==> src/rtl/mpd_pkg.sv <==
package mpd_pkg;
   // Register bus geometry
   localparam int ADDR_W = 8;
   localparam int DATA_W = 32;
   // Register byte addresses
   localparam logic [7:0] OFS_TB_CTRL = 8'h00;
   localparam logic [7:0] OFS_MST_PER = 8'h04;
   localparam logic [7:0] OFS_MST_TMR = 8'h08;
   localparam logic [7:0] OFS_SEC_PER = 8'h0C;
   localparam logic [7:0] OFS_SEC_CMP = 8'h10;
   localparam logic [7:0] OFS_SEC_TMR = 8'h14;
   localparam logic [7:0] OFS_GEN_CTRL = 8'h18;
   localparam logic [7:0] OFS_IO_CTRL = 8'h1C;
   localparam logic [7:0] OFS_PHASE = 8'h20;
   localparam logic [7:0] OFS_DUTY = 8'h24;
   localparam logic [7:0] OFS_SEC_DUTY = 8'h28;
   localparam logic [7:0] OFS_DEAD = 8'h2C;
   localparam logic [7:0] OFS_ALT_DEAD = 8'h30;
   localparam logic [7:0] OFS_KEY = 8'h34;
   localparam logic [7:0] OFS_STATUS = 8'h38;
   // Time base control fields
   localparam int TB_EN_BIT = 15;
   localparam int PRESC_LSB = 4;
   localparam int PRESC_W = 3;
   // Generator control fields
   localparam int IND_TB_BIT = 9;
   // I/O control fields
   localparam int HPEN_BIT = 15;
   localparam int LPEN_BIT = 14;
   localparam int HPOL_BIT = 13;
   localparam int LPOL_BIT = 12;
   localparam int MODE_LSB = 10;
   localparam int FLTSEL_LSB = 19;
   localparam int FLTSEL_W = 4;
   localparam int FLTEN_BIT = 18;
   localparam int FDAT_H_BIT = 5;
   localparam int FDAT_L_BIT = 4;
   localparam logic [31:0] IO_CTRL_MASK = 32'h007CFC30;
   // Output modes
   localparam logic [1:0] MODE_COMPL = 2'h0;
   localparam logic [1:0] MODE_REDUN = 2'h1;
   localparam logic [1:0] MODE_PUSHPULL = 2'h2;
   localparam logic [1:0] MODE_INDEP = 2'h3;
   // Field widths
   localparam int CNT_W = 16;
   localparam int DT_W = 14;
   // Limits and keys
   localparam logic [15:0] MIN_PERIOD = 16'h0008;
   localparam logic [15:0] KEY_FIRST = 16'hABCD;
   localparam logic [15:0] KEY_SECOND = 16'h4321;
   // Reset values
   localparam logic [15:0] SEC_PER_RST = 16'h4020;
   localparam logic [15:0] MST_PER_RST = 16'h0000;
   // Fault sources: 8 fault pins, 5 comparators, one extra fault pin
   localparam int NUM_FLT = 8;
   localparam int NUM_CMP = 5;
   localparam int NUM_SRC = 16;
   localparam int NUM_SYNC = 15;
   // Unlock sequencer states
   typedef enum logic [1:0] {KEY_IDLE, KEY_HALF, KEY_OPEN} mpd_key_state_type;
endpackage : mpd_pkg

==> src/rtl/mpd_top.sv <==
// Summary of operation
// - Secondary period is 16 bits; upper sixteen bits read zero.
// - Secondary period written below 0x0008 is used as 0x0008.
// - Periods count prescaled system clock ticks, prescale in bits 6:4.
// - Secondary trigger to the ADC when secondary count matches compare.
// - Fault select picks fault pins 1-8, comparators 1-5, or fault 15.
// - With fuse clear, I/O control writes need keys 0xABCD then 0x4321.
// - The protected write must be the very next register access.
// - Pin enables at zero leave pins to the general port logic.
// - Fault forces each pin to fault data through its polarity bit.
// - Phase delays the generator period start behind the master count.
// - Independent time base bit turns phase into the local period.
// - In independent mode the secondary duty sets the low output.
// - Alternate dead time is 14 bits on the generator time base.
// - Alternate dead time skipped when duty is zero or at least period.
// - Master count advances per prescaled tick up to master period.
module mpd_top (
   // Clock and reset
   input wire logic clk_i,
   input wire logic arst_n_i,
   // Register port
   input wire logic [mpd_pkg::ADDR_W-1:0] addr_i,
   input wire logic [mpd_pkg::DATA_W-1:0] wdata_i,
   input wire logic wr_en_i,
   input wire logic rd_en_i,
   output logic [mpd_pkg::DATA_W-1:0] rdata_o,
   // Fault and comparator inputs, asynchronous
   input wire logic [mpd_pkg::NUM_FLT-1:0] fault_pins_i,
   input wire logic fault_input_fifteen_i,
   input wire logic [mpd_pkg::NUM_CMP-1:0] comparator_i,
   // Configuration fuse
   input wire logic write_lock_fuse_i,
   // Gate drive outputs
   output logic pwm_high_o,
   output logic pwm_low_o,
   output logic high_pin_owned_o,
   output logic low_pin_owned_o,
   // ADC trigger
   output logic adc_sec_trigger_o
);
   import mpd_pkg::*;

   // Registers
   logic module_enable_bit_r;
   logic [PRESC_W-1:0] clock_prescale_r;
   logic [CNT_W-1:0] master_period_value_r;
   logic [CNT_W-1:0] secondary_period_value_r;
   logic [CNT_W-1:0] secondary_event_compare_value_r;
   logic independent_time_base_r;
   logic [31:0] generator_io_control_r;
   logic [CNT_W-1:0] generator_phase_r;
   logic [CNT_W-1:0] duty_cycle_r;
   logic [CNT_W-1:0] secondary_duty_cycle_r;
   logic [DT_W-1:0] dead_time_r;
   logic [DT_W-1:0] alt_trailing_dead_time_r;
   logic [DATA_W-1:0] rdata_r;
   mpd_key_state_type key_state_r;
   // Internal
   logic [NUM_SYNC-1:0] sync1_r;
   logic [NUM_SYNC-1:0] sync2_r;
   logic [7:0] div_cnt_r;
   logic [7:0] div_limit;
   logic tick;
   logic tick_d_r;
   logic [CNT_W-1:0] mst_cnt;
   logic [CNT_W-1:0] sec_cnt;
   logic [CNT_W-1:0] loc_cnt;
   logic loc_wrap;
   logic loc_sync;
   logic [CNT_W-1:0] loc_period;
   logic [NUM_SRC-1:0] fault_src;
   logic fault_active;
   logic io_wr_ok;
   logic key_wr;
   logic raw_h;
   logic raw_h_r;
   logic [DT_W-1:0] dt_cnt_r;
   logic pp_phase_r;
   logic alt_valid;
   logic [DT_W-1:0] low_dead;
   logic high_act;
   logic low_act;
   logic pwm_high_r;
   logic pwm_low_r;
   logic adc_trig_r;
   logic [1:0] mode;
   logic fuse_sync;

   // Field view of the I/O control register, and the synchronised fuse
   assign mode = generator_io_control_r[MODE_LSB +: 2];
   assign fuse_sync = sync2_r[NUM_SYNC-1];

   // Two-stage synchronisers on every pin input, fuse included
   always_ff @(posedge clk_i or negedge arst_n_i) begin
      if (!arst_n_i) begin
         sync1_r <= '0;
         sync2_r <= '0;
      end else begin
         sync1_r <= {write_lock_fuse_i, fault_input_fifteen_i, comparator_i, fault_pins_i};
         sync2_r <= sync1_r;
      end
   end

   // Prescaler: one tick every 2^n system clocks, n from the control field
   assign div_limit = 8'(8'h01 << clock_prescale_r) - 8'h01;
   assign tick = module_enable_bit_r & (div_cnt_r >= div_limit);

   always_ff @(posedge clk_i or negedge arst_n_i) begin
      if (!arst_n_i) begin
         div_cnt_r <= '0;
      end else if (!module_enable_bit_r || tick) begin
         div_cnt_r <= '0;
      end else begin
         div_cnt_r <= div_cnt_r + 8'h01;
      end
   end

   // Master time base
   mpd_timebase u_master (
      .clk_i(clk_i),
      .arst_n_i(arst_n_i),
      .run_i(module_enable_bit_r),
      .tick_i(tick),
      .sync_i(1'b0),
      .clamp_en_i(1'b0),
      .period_i(master_period_value_r),
      .count_o(mst_cnt),
      .wrap_o()
   );

   // Secondary time base, period floored at the minimum
   mpd_timebase u_secondary (
      .clk_i(clk_i),
      .arst_n_i(arst_n_i),
      .run_i(module_enable_bit_r),
      .tick_i(tick),
      .sync_i(1'b0),
      .clamp_en_i(1'b1),
      .period_i(secondary_period_value_r),
      .count_o(sec_cnt),
      .wrap_o()
   );

   // Local generator timer: restarted phase ticks after master start,
   // or free running on the phase value as its own period
   assign loc_sync = tick & ~independent_time_base_r & (mst_cnt == generator_phase_r);
   assign loc_period = independent_time_base_r ? generator_phase_r : master_period_value_r;

   mpd_timebase u_local (
      .clk_i(clk_i),
      .arst_n_i(arst_n_i),
      .run_i(module_enable_bit_r),
      .tick_i(tick),
      .sync_i(loc_sync),
      .clamp_en_i(1'b0),
      .period_i(loc_period),
      .count_o(loc_cnt),
      .wrap_o(loc_wrap)
   );

   // Secondary event: count settles the clock after a tick, so compare then
   always_ff @(posedge clk_i or negedge arst_n_i) begin
      if (!arst_n_i) begin
         tick_d_r <= 1'b0;
         adc_trig_r <= 1'b0;
      end else begin
         tick_d_r <= tick;
         adc_trig_r <= tick_d_r & (sec_cnt == secondary_event_compare_value_r);
      end
   end

   // Fault source table; reserved codes read as no fault
   assign fault_src = {sync2_r[NUM_FLT+NUM_CMP], 2'b00, sync2_r[NUM_FLT +: NUM_CMP],
                       sync2_r[NUM_FLT-1:0]};
   assign fault_active = module_enable_bit_r & generator_io_control_r[FLTEN_BIT] &
                         fault_src[generator_io_control_r[FLTSEL_LSB +: FLTSEL_W]];

   // Raw duty compare and edge tracking for dead time
   assign raw_h = (loc_cnt < duty_cycle_r);

   always_ff @(posedge clk_i or negedge arst_n_i) begin
      if (!arst_n_i) begin
         raw_h_r <= 1'b0;
         dt_cnt_r <= '0;
      end else if (!module_enable_bit_r) begin
         raw_h_r <= 1'b0;
         dt_cnt_r <= '0;
      end else if (tick) begin
         raw_h_r <= raw_h;
         if (raw_h != raw_h_r) begin
            dt_cnt_r <= '0;
         end else if (dt_cnt_r != {DT_W{1'b1}}) begin
            dt_cnt_r <= dt_cnt_r + 14'h0001;
         end
      end
   end

   // Push-pull alternates the active output each local period
   always_ff @(posedge clk_i or negedge arst_n_i) begin
      if (!arst_n_i) begin
         pp_phase_r <= 1'b0;
      end else if (!module_enable_bit_r) begin
         pp_phase_r <= 1'b0;
      end else if (loc_wrap) begin
         pp_phase_r <= ~pp_phase_r;
      end
   end

   // Alternate trailing dead time only when duty lies inside the period
   assign alt_valid = (duty_cycle_r != 16'h0000) && (duty_cycle_r < loc_period);
   assign low_dead = alt_valid ? alt_trailing_dead_time_r : dead_time_r;

   // Active levels per output mode
   always_comb begin
      high_act = 1'b0;
      low_act = 1'b0;
      unique case (mode)
         MODE_COMPL: begin
            high_act = raw_h_r & (dt_cnt_r >= dead_time_r);
            low_act = ~raw_h_r & (dt_cnt_r >= low_dead);
         end
         MODE_REDUN: begin
            high_act = raw_h_r;
            low_act = raw_h_r;
         end
         MODE_PUSHPULL: begin
            high_act = raw_h_r & ~pp_phase_r;
            low_act = raw_h_r & pp_phase_r;
         end
         MODE_INDEP: begin
            high_act = raw_h_r;
            low_act = (loc_cnt < secondary_duty_cycle_r);
         end
      endcase
   end

   // Pin drive: fault data overrides, polarity bit set means active low
   always_ff @(posedge clk_i or negedge arst_n_i) begin
      if (!arst_n_i) begin
         pwm_high_r <= 1'b0;
         pwm_low_r <= 1'b0;
      end else begin
         if (!generator_io_control_r[HPEN_BIT]) begin
            pwm_high_r <= 1'b0;
         end else if (fault_active) begin
            pwm_high_r <= generator_io_control_r[FDAT_H_BIT] ^
                          generator_io_control_r[HPOL_BIT];
         end else begin
            pwm_high_r <= (high_act & module_enable_bit_r) ^ generator_io_control_r[HPOL_BIT];
         end
         if (!generator_io_control_r[LPEN_BIT]) begin
            pwm_low_r <= 1'b0;
         end else if (fault_active) begin
            pwm_low_r <= generator_io_control_r[FDAT_L_BIT] ^
                         generator_io_control_r[LPOL_BIT];
         end else begin
            pwm_low_r <= (low_act & module_enable_bit_r) ^ generator_io_control_r[LPOL_BIT];
         end
      end
   end

   // Pin ownership passes to the port logic while enables are clear
   assign high_pin_owned_o = generator_io_control_r[HPEN_BIT];
   assign low_pin_owned_o = generator_io_control_r[LPEN_BIT];
   // Gated by the enable too, so a cleared enable never leaves a stale level
   assign pwm_high_o = pwm_high_r & generator_io_control_r[HPEN_BIT];
   assign pwm_low_o = pwm_low_r & generator_io_control_r[LPEN_BIT];
   assign adc_sec_trigger_o = adc_trig_r;

   // Unlock sequencer; every access, read or write, advances or breaks it.
   // Not atomic: an interrupt handler touching registers breaks the chain.
   assign key_wr = wr_en_i & (addr_i == OFS_KEY);

   always_ff @(posedge clk_i or negedge arst_n_i) begin
      if (!arst_n_i) begin
         key_state_r <= KEY_IDLE;
      end else if (wr_en_i || rd_en_i) begin
         unique case (key_state_r)
            KEY_IDLE: begin
               key_state_r <= (key_wr && wdata_i[15:0] == KEY_FIRST) ? KEY_HALF : KEY_IDLE;
            end
            KEY_HALF: begin
               if (key_wr && wdata_i[15:0] == KEY_SECOND) begin
                  key_state_r <= KEY_OPEN;
               end else if (key_wr && wdata_i[15:0] == KEY_FIRST) begin
                  key_state_r <= KEY_HALF;
               end else begin
                  key_state_r <= KEY_IDLE;
               end
            end
            KEY_OPEN: begin
               key_state_r <= (key_wr && wdata_i[15:0] == KEY_FIRST) ? KEY_HALF : KEY_IDLE;
            end
         endcase
      end
   end

   // Fuse set leaves the I/O control open at all times
   assign io_wr_ok = fuse_sync | (key_state_r == KEY_OPEN);

   // Time base control and period registers
   always_ff @(posedge clk_i or negedge arst_n_i) begin
      if (!arst_n_i) begin
         module_enable_bit_r <= 1'b0;
         clock_prescale_r <= '0;
         master_period_value_r <= MST_PER_RST;
         secondary_period_value_r <= SEC_PER_RST;
         secondary_event_compare_value_r <= '0;
      end else if (wr_en_i) begin
         if (addr_i == OFS_TB_CTRL) begin
            module_enable_bit_r <= wdata_i[TB_EN_BIT];
            clock_prescale_r <= wdata_i[PRESC_LSB +: PRESC_W];
         end
         if (addr_i == OFS_MST_PER) begin
            master_period_value_r <= wdata_i[CNT_W-1:0];
         end
         if (addr_i == OFS_SEC_PER) begin
            secondary_period_value_r <= wdata_i[CNT_W-1:0];
         end
         if (addr_i == OFS_SEC_CMP) begin
            secondary_event_compare_value_r <= wdata_i[CNT_W-1:0];
         end
      end
   end

   // Generator registers; I/O control guarded by the unlock chain
   always_ff @(posedge clk_i or negedge arst_n_i) begin
      if (!arst_n_i) begin
         independent_time_base_r <= 1'b0;
         generator_io_control_r <= '0;
         generator_phase_r <= '0;
         duty_cycle_r <= '0;
         secondary_duty_cycle_r <= '0;
         dead_time_r <= '0;
         alt_trailing_dead_time_r <= '0;
      end else if (wr_en_i) begin
         if (addr_i == OFS_GEN_CTRL) begin
            independent_time_base_r <= wdata_i[IND_TB_BIT];
         end
         if (addr_i == OFS_IO_CTRL && io_wr_ok) begin
            generator_io_control_r <= wdata_i & IO_CTRL_MASK;
         end
         if (addr_i == OFS_PHASE) begin
            generator_phase_r <= wdata_i[CNT_W-1:0];
         end
         if (addr_i == OFS_DUTY) begin
            duty_cycle_r <= wdata_i[CNT_W-1:0];
         end
         if (addr_i == OFS_SEC_DUTY) begin
            secondary_duty_cycle_r <= wdata_i[CNT_W-1:0];
         end
         if (addr_i == OFS_DEAD) begin
            dead_time_r <= wdata_i[DT_W-1:0];
         end
         if (addr_i == OFS_ALT_DEAD) begin
            alt_trailing_dead_time_r <= wdata_i[DT_W-1:0];
         end
      end
   end

   // Read data stands the cycle after the strobe; unmapped reads as zero
   always_ff @(posedge clk_i or negedge arst_n_i) begin
      if (!arst_n_i) begin
         rdata_r <= '0;
      end else if (rd_en_i) begin
         unique case (addr_i)
            OFS_TB_CTRL: rdata_r <= 32'({module_enable_bit_r, 8'h00, clock_prescale_r, 4'h0});
            OFS_MST_PER: rdata_r <= {16'h0000, master_period_value_r};
            OFS_MST_TMR: rdata_r <= {16'h0000, mst_cnt};
            OFS_SEC_PER: rdata_r <= {16'h0000, secondary_period_value_r};
            OFS_SEC_CMP: rdata_r <= {16'h0000, secondary_event_compare_value_r};
            OFS_SEC_TMR: rdata_r <= {16'h0000, sec_cnt};
            OFS_GEN_CTRL: rdata_r <= 32'({independent_time_base_r, 9'h000});
            OFS_IO_CTRL: rdata_r <= generator_io_control_r;
            OFS_PHASE: rdata_r <= {16'h0000, generator_phase_r};
            OFS_DUTY: rdata_r <= {16'h0000, duty_cycle_r};
            OFS_SEC_DUTY: rdata_r <= {16'h0000, secondary_duty_cycle_r};
            OFS_DEAD: rdata_r <= {18'h00000, dead_time_r};
            OFS_ALT_DEAD: rdata_r <= {18'h00000, alt_trailing_dead_time_r};
            OFS_STATUS: rdata_r <= {28'h0000000, fuse_sync, key_state_r == KEY_OPEN,
                                    key_state_r == KEY_HALF, fault_active};
            default: rdata_r <= '0;
         endcase
      end
   end

   assign rdata_o = rdata_r;
endmodule // mpd_top

==> src/rtl/mpd_timebase.sv <==
module mpd_timebase (
   // Clock and reset
   input wire logic clk_i,
   input wire logic arst_n_i,
   // Control
   input wire logic run_i,
   input wire logic tick_i,
   input wire logic sync_i,
   input wire logic clamp_en_i,
   input wire logic [mpd_pkg::CNT_W-1:0] period_i,
   // Status
   output logic [mpd_pkg::CNT_W-1:0] count_o,
   output logic wrap_o
);
   import mpd_pkg::*;

   logic [CNT_W-1:0] eff_period;
   logic [CNT_W-1:0] count_r;

   // Short periods are lifted to the floor when asked to
   assign eff_period = (clamp_en_i && period_i < MIN_PERIOD) ? MIN_PERIOD : period_i;
   assign wrap_o = run_i & tick_i & (sync_i | (count_r >= eff_period));
   assign count_o = count_r;

   // Count up one per prescaled tick, back to zero at the period
   always_ff @(posedge clk_i or negedge arst_n_i) begin
      if (!arst_n_i) begin
         count_r <= '0;
      end else if (!run_i) begin
         count_r <= '0;
      end else if (wrap_o) begin
         count_r <= '0;
      end else if (tick_i) begin
         count_r <= count_r + 16'h0001;
      end
   end
endmodule // mpd_timebase

==> config.mk <==
export PLATFORM = sky130hd
export DESIGN_NAME = mpd_top
export DESIGN_NICKNAME = d
export VERILOG_FILES = /design/src/rtl/mpd_pkg.sv /design/src/rtl/mpd_top.sv /design/src/rtl/mpd_timebase.sv
export SDC_FILE = /design/constraint.sdc
export NUM_CORES = 1
export LEC_CHECK = 0
export BUFFER_PORTS_ARGS = -buffer_cell sky130_fd_sc_hd__buf_2
export CAP_MARGIN = 15
export CORE_MARGIN = 2
export CORE_UTILIZATION = 40
export CTS_CLUSTER_SIZE = 16
export DETAILED_ROUTE_END_ITERATION = 8
export PLACE_DENSITY = 0.67
export SYNTH_ARGS = -nofsm -noshare
export SYNTH_HDL_FRONTEND = slang
export SYNTH_HIERARCHICAL = 1
export SYNTH_SLANG_ARGS = --single-unit
export TNS_END_PERCENT = 100
==> constraint.sdc <==
create_clock -name clk_i -period 4.76 [get_ports clk_i]
set_input_delay 0.238 -clock clk_i [delete_from_list [all_inputs] [get_ports clk_i]]
set_output_delay 0.238 -clock clk_i [all_outputs]
set_load 0.05 [all_outputs]
Yosys cells after proc, flatten, opt, wreduce, memory -nomap -nowiden
Index checks and enable logic that the tools add are counted.
{ "word_totals": {"regBits": 282, "input_bits": 59, "out_inout_bits": 37, "word_cells": 162} }
{ "classes": {"addsub": 6, "n_lt_le_gt_ge": 11, "eq_ne": 31, "shift": 1, "n_mux": 33, "bitwise_logic": 28, "reduce_logical": 25} }
{ "ops": {"columns": ["cell", "n"], "rows": [
  ["$pmux 23 s14", 1],
  ["$mux 16", 11],
  ["$mux 14", 5],
  ["$eq 8x6->1 const B", 7],
  ["$add 16x1->16 const B", 3],
  ["$ge 16x16->1", 3],
  ["$lt 16x16->1", 3],
  ["$eq 16x16->1", 2],
  ["$eq 8x5->1 const B", 4],
  ["$ge 14x14->1", 2],
  ["$reduce_and 2->1", 12],
  ["$and 1x1->1", 19],
  ["$eq 16x15->1 const B", 1],
  ["$eq 16x16->1 const B", 1],
  ["$eq 8x4->1 const B", 2],
  ["$lt 16x4->1 const B", 1],
  ["$reduce_bool 16->1", 1],
  ["$add 14x1->14 const B", 1],
  ["$ne 14x14->1 const B", 1],
  ["$ne 3x1->1 const B", 4],
  ["$mux 1", 10],
  ["$add 8x1->8 const B", 1],
  ["$eq 8x3->1 const B", 1],
  ["$ge 8x8->1", 1],
  ["other kinds (22)", 38]
]} }

Depth between registers and ports, before layout
Gate-level depths: netlist of the first run.
{ "logic_depth": {"word_depth": 11, "mapped_depth": 21} }

Hierarchy
Netlist of the first run, hierarchy kept.
{ "by_module_without_submodules": {"columns": ["module", "instances", "cells_each", "area_per_inst_um2"], "rows": [
  ["mpd_top", 1, 1191, 12841.1],
  ["mpd_timebase at u_master ...", 2, 160, 1306.3],
  ["mpd_timebase at u_local", 1, 161, 1310.0]
]} }

Worst setup path after synthesis of the first run
Ideal clock, no wire load.
{ "synth_timing": {"path_type": "register -> register", "startpoint": "register independent_time_base_r", "endpoint": "register pwm_low_r", "setup_ns": 0.079, "arrival_time_ns": 4.009, "path_slack_ns": 0.671, "stages_incl_launch_ff": 19, "synth_period_minus_slack_ns": 4.089, "path_cell_list": "dfrtp_1 buf_4 buf_1 mux2i_1 ha_1 a21o_1 a21o_1 a211o_1 a211oi_2 nor3_4 mux2_1 ha_1 nor2b_1 o21ai_1 a221oi_1 o21ai_0 a21o_1 a31oi_1 mux2i_1"} }
{ "synth_via": {"elab_chain_len": 11} }
{ "synth_lines": {"columns": ["element", "line", "source"], "rows": [
  ["start: declaration", "mpd_top.sv:49", "logic independent_time_base_r;"],
  ["start signal: assignment", "mpd_top.sv:338", "independent_time_base_r <= wdata_i[IND_TB_BIT];"],
  ["$mux 16", "mpd_top.sv:147", "assign loc_period = independent_time_base_r ? generator_phase_r : master_period_value_r;"],
  ["$lt 16x16->1", "mpd_top.sv:210", "assign alt_valid = (duty_cycle_r != 16'h0000) && (duty_cycle_r < loc_period);"],
  ["$logic_and 1x1->1", "mpd_top.sv:210", null],
  ["$mux 14", "mpd_top.sv:211", "assign low_dead = alt_valid ? alt_trailing_dead_time_r : dead_time_r;"],
  ["$ge 14x14->1", "mpd_top.sv:220", "low_act = ~raw_h_r & (dt_cnt_r >= low_dead);"],
  ["$and 1x1->1", "mpd_top.sv:220", null],
  ["$pmux 1 s4", "mpd_top.sv:217", "unique case (mode)"],
  ["$and 1x1->1", "mpd_top.sv:257", "pwm_low_r <= (low_act & module_enable_bit_r) ^ generator_io_control_r[LPOL_BIT];"],
  ["$xor 1x1->1", "mpd_top.sv:257", null],
  ["$mux 1", "mpd_top.sv:253", "end else if (fault_active) begin"],
  ["$mux 1", "mpd_top.sv:251", "if (!generator_io_control_r[LPEN_BIT]) begin"],
  ["end signal: assignment", "mpd_top.sv:254", "pwm_low_r <= generator_io_control_r[FDAT_L_BIT] ^"],
  ["end signal: assignment", "mpd_top.sv:257", null],
  ["end: declaration", "mpd_top.sv:84", "logic pwm_low_r;"]
]} }
No other way between the ends.
A chain may end at the register's enable or synchronous reset.

Final worst setup path of the first run
Ends and elaborated chain as after synthesis.

==> results of run 1 <==
-- layout make-up --
type	count	area [um2]
multi-input combinational	1196	9060
clock inverter	18	239
tap	532	666
fill	3829	22100
timing repair buffer	127	858
clock buffer	44	928
inverter	131	492
sequential	271	6780
antenna	3	7.51
-- placed cells by master (no fill, tap or decap), types with 49 or more instances in the layout --
master	instances
dfrtp_1	269
nor2_1	75
inv_1	130
mux2_1	147
ha_1	135
a31oi_1	62
a21oi_1	70
nand3_1	49
buf_2	72
nand2_1	129
-- stage by stage --
| step | hold WS, ps | std cells | utilization, % | setup WS [ps] |
|---|---|---|---|---|
| final | 141 | 2322 | 46.3 | 333 |
| after global routing | 169 | 2320 | 46.3 | 20.0 |
| after CTS | 117 | 2312 | 46.1 | 333 |
| after detailed placement | 316 | 2229 | 42.8 | 378 |
| after global placement | 307 | 2229 | 42.8 | 529 |
| after floorplan | -57.6 | 1685 | - | 671 |
-- worst paths after layout --
kind	startpoint	to	cells after the start
setup / recovery	independent_time_base_r$_DFFE_PN0P_	pwm_low_r$_DFF_PN0_	18
max in group asynchronous	arst_n_i	sync2_r[10]$_DFF_PN0_	3
hold reg to reg	sync1_r[9]$_DFF_PN0_	sync2_r[9]$_DFF_PN0_	0
hold / removal	wdata_i[6]	key_state_r[0]$_DFFE_PN0P_	3
min in group asynchronous	arst_n_i	sync1_r[14]$_DFF_PN0_	2
setup reg to reg	independent_time_base_r$_DFFE_PN0P_	pwm_low_r$_DFF_PN0_	18
-- registers in the layout, summed over array words and instances (netlist names), 2 cells and up --
name / flops
duty_cycle_r: 16
generator_phase_r: 16
dead_time_r: 14
rdata_o: 21
div_cnt_r: 8
clock_prescale_r: 3
u_local/count_o: 16
u_master/count_o: 16
u_secondary/count_o: 16
alt_trailing_dead_time_r: 14
secondary_period_value_r: 16
sync1_r: 15
dt_cnt_r: 14
generator_io_control_r: 13
key_state_r: 2
secondary_duty_cycle_r: 16
master_period_value_r: 16
sync2_r: 15
secondary_event_compare_value_r: 16
-- routing by layer --
layer	vias up	track usage, %
met1	6964	35.7
met4	2	13.4
met3	160	5.41
met2	694	41.0
li1	6258	-
met5	-	0
-- critical path, delay by kind of cell, from the launching register on --
kind	cells	cell delay (ps)
mux	3	860
simple gates	2	210
buf+inv	2	410
fa+ha+maj	2	600
compound gates	9	1850
flops	1	400
-- power groups by stage --
| stage | clock network (mW) | registers [mW] | logic [mW] |
|---|---|---|---|
| detailed placement | 0 | 2.51 | 0.704 |
| CTS | 2.73 | 2.47 | 0.720 |
| finish | 2.68 | 2.47 | 0.794 |
| global placement | 0 | 2.51 | 0.685 |
| global route | 2.82 | 2.47 | 0.862 |
| floorplan | 0 | 2.46 | 0.475 |
-- repair_timing --
item	CTS	global route
hold endpoints to repair	116	0
hold buffers	21	0
gates resized for setup	0	0
buffers inserted	0	7
setup endpoints to repair	0	1
==> reports/results.tsv, run 1 <==
stage	metric	value	unit
route	WL met2	25500	um
critical_path	Critical Path Fanout Max	12	
sta	skew final	30.9	ps
run	Max Cap Violations	0	
global_route	aggregate global routing overflow	0	
power_and_ir_drop	Reg power frac	41.5	%
route	DRC viols	0	
route	M1 WL	24200	um
route	uppermost layer routed	met5	
sta	fin. max-slew vios	0	
global_route	initial antenna violation count	4	
power_and_ir_drop	Max IR drop VDD	0.000336	V
route	WL final	57700	um
power_and_ir_drop	logic gate share of total power	13.4	%
floorplan	Ports	96	
floorplan	Starting Density	40.7	%
route	ANT nets after route	0	
placement	placed cell areas	17600	um2
power_and_ir_drop	Psw	1.68	mW
critical_path	Worst path max stage delay	400	ps
critical_path	CP required	5230	ps
power_and_ir_drop	power per cell area	312	nW/um2
sta	Final Hold Viols	0	
sta	fin crit period	4430	ps
clock_tree	Worst-Skew Late Latency	570	ps
clock_tree	Clock Pin Slew Worst Setup and Hold Paths	70	ps
sta	Final period util	93.0	%
sta	Slew headroom	23.7	%
clock_tree	# H-tree levels	2	
cells_and_area	share of layout cells above drive strength 1	11.0	%
route	routed vias/inst	6.06	
floorplan	total core area	41100	um2
outcome	status	completed	
critical_path	r2r setup slk	330	ps
floorplan	Die W	209	um
clock_tree	CTS tree	done	
sta	RSZ-0062 raised after global routing	no	
route	Iteration-0 DRC Markers	1357	
critical_path	Slowest cell on crit path	dfrtp_1	
route	DR WL/cell	24.9	um
sta	worst-margin pin slew	1140	ps
route	Via Count	14100	
sta	sum of negative setup slack	0	ps
cells_and_area	nets@finish	1955	
power_and_ir_drop	Pwr Total	5.95	mW
critical_path	most used cell, CP	a21o_1	
synth	Post-Synthesis Cells	1670	
route	metal3 WL	5070	um
critical_path	critical path arrival	4900	ps
clock_tree	Inserted Clock Buffers	34	
power_and_ir_drop	clock share of power	45.1	%
cells_and_area	post-route cell area	19000	um2
critical_path	nature of the critical path startpoint	flip-flop	
sta	final-report setup violation count	0	
clock_tree	clk sink count	271	
global_route	pin count of the biggest net entering global routing	112	
power_and_ir_drop	Pint	4.27	mW
floorplan	Die H	209	um
sta	Peak Freq	226	MHz
placement	Port Buffers	73	
global_route	vias in the first global route	13700	
critical_path	critical path cell sequence	buf_4, mux2i_1, ha_1, a21o_1, a21o_1, a211o_1, a41oi_1, nor3_4, buf_12, mux2_1, ha_1, nor2b_1, o21ai_1, a221oi_1, o21ai_0, a21o_1, a31oi_1, mux2i_1	
critical_path	Crit Path Class	reg -> reg	
synth	Netlist Area Pre-Place	16800	um2
clock_tree	clock root cell	clkbuf_16	
global_route	first-pass GRT wire length	86800	um
clock_tree	CTS max path bufs	3	
placement	dpl hpwl	42000	um
worst_hold_path	Hold Crit Class	in -> reg	
route	DR pass1 iterations	8	
power_and_ir_drop	Pleak	8.89	nW
floorplan	Die ar.	43500	um2
cells_and_area	synthesis-to-layout area growth	13.6	%
critical_path	Crit. End Element	flip-flop	
synth	yosys warns	6	
placement	gpl congestion	1.01	
synth	syn avg cell area	10.0	um2
global_route	global-route usage over all layers	26.6	%
power_and_ir_drop	Net Sw Frac	28.2	%
floorplan	Site Rows	74	
(Power assumes the default switching activity.)
==> run 2: changes to the inputs <==
CORE_MARGIN = not set   (was 2)
==> reports/results.tsv, run 2 (synthesis gave the netlist of run 1 again) <==
stage	metric	value	unit	change
sta	fin. max-slew vios	0		unchanged
clock_tree	CTS max path bufs	3		unchanged
cells_and_area	commonest non-fill, non-tap cell in the layout	dfrtp_1		
route	DR WL/cell	25.0	um	+0.55%
power_and_ir_drop	Pwr Total	6.12	mW	+2.8%
power_and_ir_drop	Pint	4.46	mW	+4.5%
critical_path	Critical Path Fanout Max	30		+18
cells_and_area	non-filler cells, final	2322		unchanged
floorplan	Die W	207	um	-0.96%
clock_tree	clk sink count	271		unchanged
sta	hold_ws	149	ps	+8.04 ps
clock_tree	Inserted Clock Buffers	34		unchanged
sta	Slew headroom	23.2	%	-0.56 points
route	Via Count	14100		+0.29%
sta	skew final	32.4	ps	+1.52 ps
sta	final-report setup violation count	0		unchanged
cells_and_area	max reg flops	21		unchanged
critical_path	nature of the critical path startpoint	flip-flop		
power_and_ir_drop	Pleak	8.93	nW	+0.48%
cells_and_area	most frequent cells in the layout	dfrtp_1, mux2_1, ha_1, inv_1, nand2_1		
placement	Place WS	331	ps	-47.4 ps
floorplan	total core area	41100	um2	unchanged
run	Max Cap Violations	0		unchanged
power_and_ir_drop	Reg power frac	40.4	%	-1.1 points
global_route	pin count of the biggest net entering global routing	138		+23%
sta	Peak Freq	218	MHz	-3.6%
power_and_ir_drop	power per cell area	320	nW/um2	+2.4%
route	DRC viols	12		+12
cells_and_area	nets@finish	1956		+0.051%
clock_tree	Clock Pin Slew Worst Setup and Hold Paths	60	ps	about the same
global_route	initial antenna violation count	5		+1
global_route	aggregate global routing overflow	0		unchanged
outcome	failing checks	design-rule violations		
worst_hold_path	Hold Crit Class	in -> reg		
floorplan	Starting Density	40.7	%	unchanged
critical_path	Crit Path Class	reg -> reg		
critical_path	Worst path max stage delay	710	ps	+310 ps
power_and_ir_drop	clock share of power	46.4	%	+1.3 points
power_and_ir_drop	logic gate share of total power	13.1	%	-0.3 points
clock_tree	# H-tree levels	2		unchanged
floorplan	Die H	207	um	-0.96%
power_and_ir_drop	Net Sw Frac	27.0	%	-1.2 points
sta	Final period util	96.5	%	+3.5 points
sta	worst-margin pin slew	1150	ps	+8.30 ps
clock_tree	Worst-Skew Late Latency	560	ps	about the same
route	Iteration-0 DRC Markers	1438		+6.0%
critical_path	CP required	5170	ps	-60 ps
floorplan	Die ar.	42700	um2	-1.9%
route	WL final	58000	um	+0.55%
critical_path	Slowest cell on crit path	nor4b_1		
clock_tree	clock root cell	clkbuf_16		
floorplan	Ports	96		unchanged
clock_tree	CTS tree	done		
sta	sum of negative setup slack	0	ps	unchanged
sta	Final Hold Viols	0		unchanged
global_route	first-pass GRT wire length	87100	um	+0.37%
floorplan	Site Rows	74		unchanged
critical_path	critical path cell sequence	or3_1, ha_1, nor3_1, a21o_1, a21oi_1, ha_1, nand2_1, nor3_1, a21oi_1, nor2_1, nor4b_1, a211oi_1, o221a_2, and4b_4, a41oi_1, a31oi_1		
route	DR pass1 iterations	8		unchanged
route	ANT nets after route	0		unchanged
placement	dpl hpwl	42100	um	+0.36%
sta	PnR worst setup slack	168	ps	-165 ps
power_and_ir_drop	Psw	1.65	mW	-1.5%
cells_and_area	share of layout cells above drive strength 1	11.1	%	+0.16 points
global_route	global-route usage over all layers	27.7	%	+1.1 points
cells_and_area	synthesis-to-layout area growth	14.1	%	
sta	fin crit period	4590	ps	+165 ps
placement	Port Buffers	73		unchanged
power_and_ir_drop	Max IR drop VDD	0.000270	V	-20%
placement	gpl congestion	1.04		+2.7%
critical_path	critical path arrival	5000	ps	+100 ps
global_route	vias in the first global route	13800		+0.47%
route	routed vias/inst	6.08		+0.29%
critical_path	Crit. End Element	flip-flop		
placement	Placed Cells	2230		+0.045%
outcome	status	finished, violations left		
## run 2: cell count changes in the layout (fill, tap and decap cells not counted), moves of 2 or more
cell and delta:
bufinv_16 +2, clkbuf_8 +4, clkinv_2 -2, clkinv_4 -4
## run 2: worst paths after layout
check / startpoint / end / slack, ps / cells past startpoint
max: clock_prescale_r[0]$_DFFE_PN0P_ / u_local/count_o[5]$_DFFE_PN0P_ / 170 / 16
min: wdata_i[7] / key_state_r[0]$_DFFE_PN0P_ / 150 / 3
max reg2reg: clock_prescale_r[0]$_DFFE_PN0P_ / u_local/count_o[5]$_DFFE_PN0P_ / 170 / 16
min reg2reg: sync1_r[1]$_DFF_PN0_ / sync2_r[1]$_DFF_PN0_ / 340 / 0
max in group asynchronous: arst_n_i / dt_cnt_r[13]$_DFFE_PN0P_ / 3220 / 3
min in group asynchronous: arst_n_i / adc_sec_trigger_o$_DFF_PN0_ / 260 / 2
## run 2: layout make-up
type                    count  area (um2)
fillers                  3826       22000
flip-flops and latches    271        6780
repair buffers            128         866
diodes                      2        5.00
inverters                 131         492
clock inverters            14         233
well taps                 532         666
clock buffers              48        1000
multi-input cells        1196        9070
## run 2: through the flow
| stage | utilization [%] | cell area (um2) |
|---|---|---|
| after global routing | 46.5 | 19100 |
| after detailed placement | 42.8 | 17600 |
| after floorplan | - | 16800 |
| after global placement | 42.8 | 17600 |
| final | 46.5 | 19100 |
| after CTS | 46.3 | 19000 |
## run 2: timing repair
| action | 4_1_cts | 5_1_grt |
|---|---|---|
| hold buffers | 21 | 0 |
| hold endpoints to repair | 89 | 0 |
| resized for setup | 0 | 1 |
| endpoints found under the setup margin | 0 | 1 |
| buffers inserted | 0 | 7 |
## run 2: worst max-delay path: cells and delay by family, from the launching register on
| family | cells | cell delay (ps) |
|---|---|---|
| AOI/OAI and AO/OA | 7 | 970 |
| adders and majority gates | 2 | 580 |
| and+or+nand+nor | 7 | 2400 |
| DFF | 1 | 490 |
## run 2: power groups by stage
stage	Clock (mW)	Combinational [mW]	Sequential (mW)
after floorplan	0	0.475	2.46
after global placement	0	0.692	2.51
after detailed placement	0	0.709	2.51
after CTS	2.88	0.725	2.47
after global routing	2.97	0.870	2.48
final	2.84	0.804	2.47
## run 2: metal layers
metal	global-route usage [%]	up-vias	part of all wire (%)
li1	-	6279	-
met1	37.5	7005	42
met2	42.7	679	44
met3	4.87	154	8.2
met4	13.6	2	5.0
met5	0	-	0.021
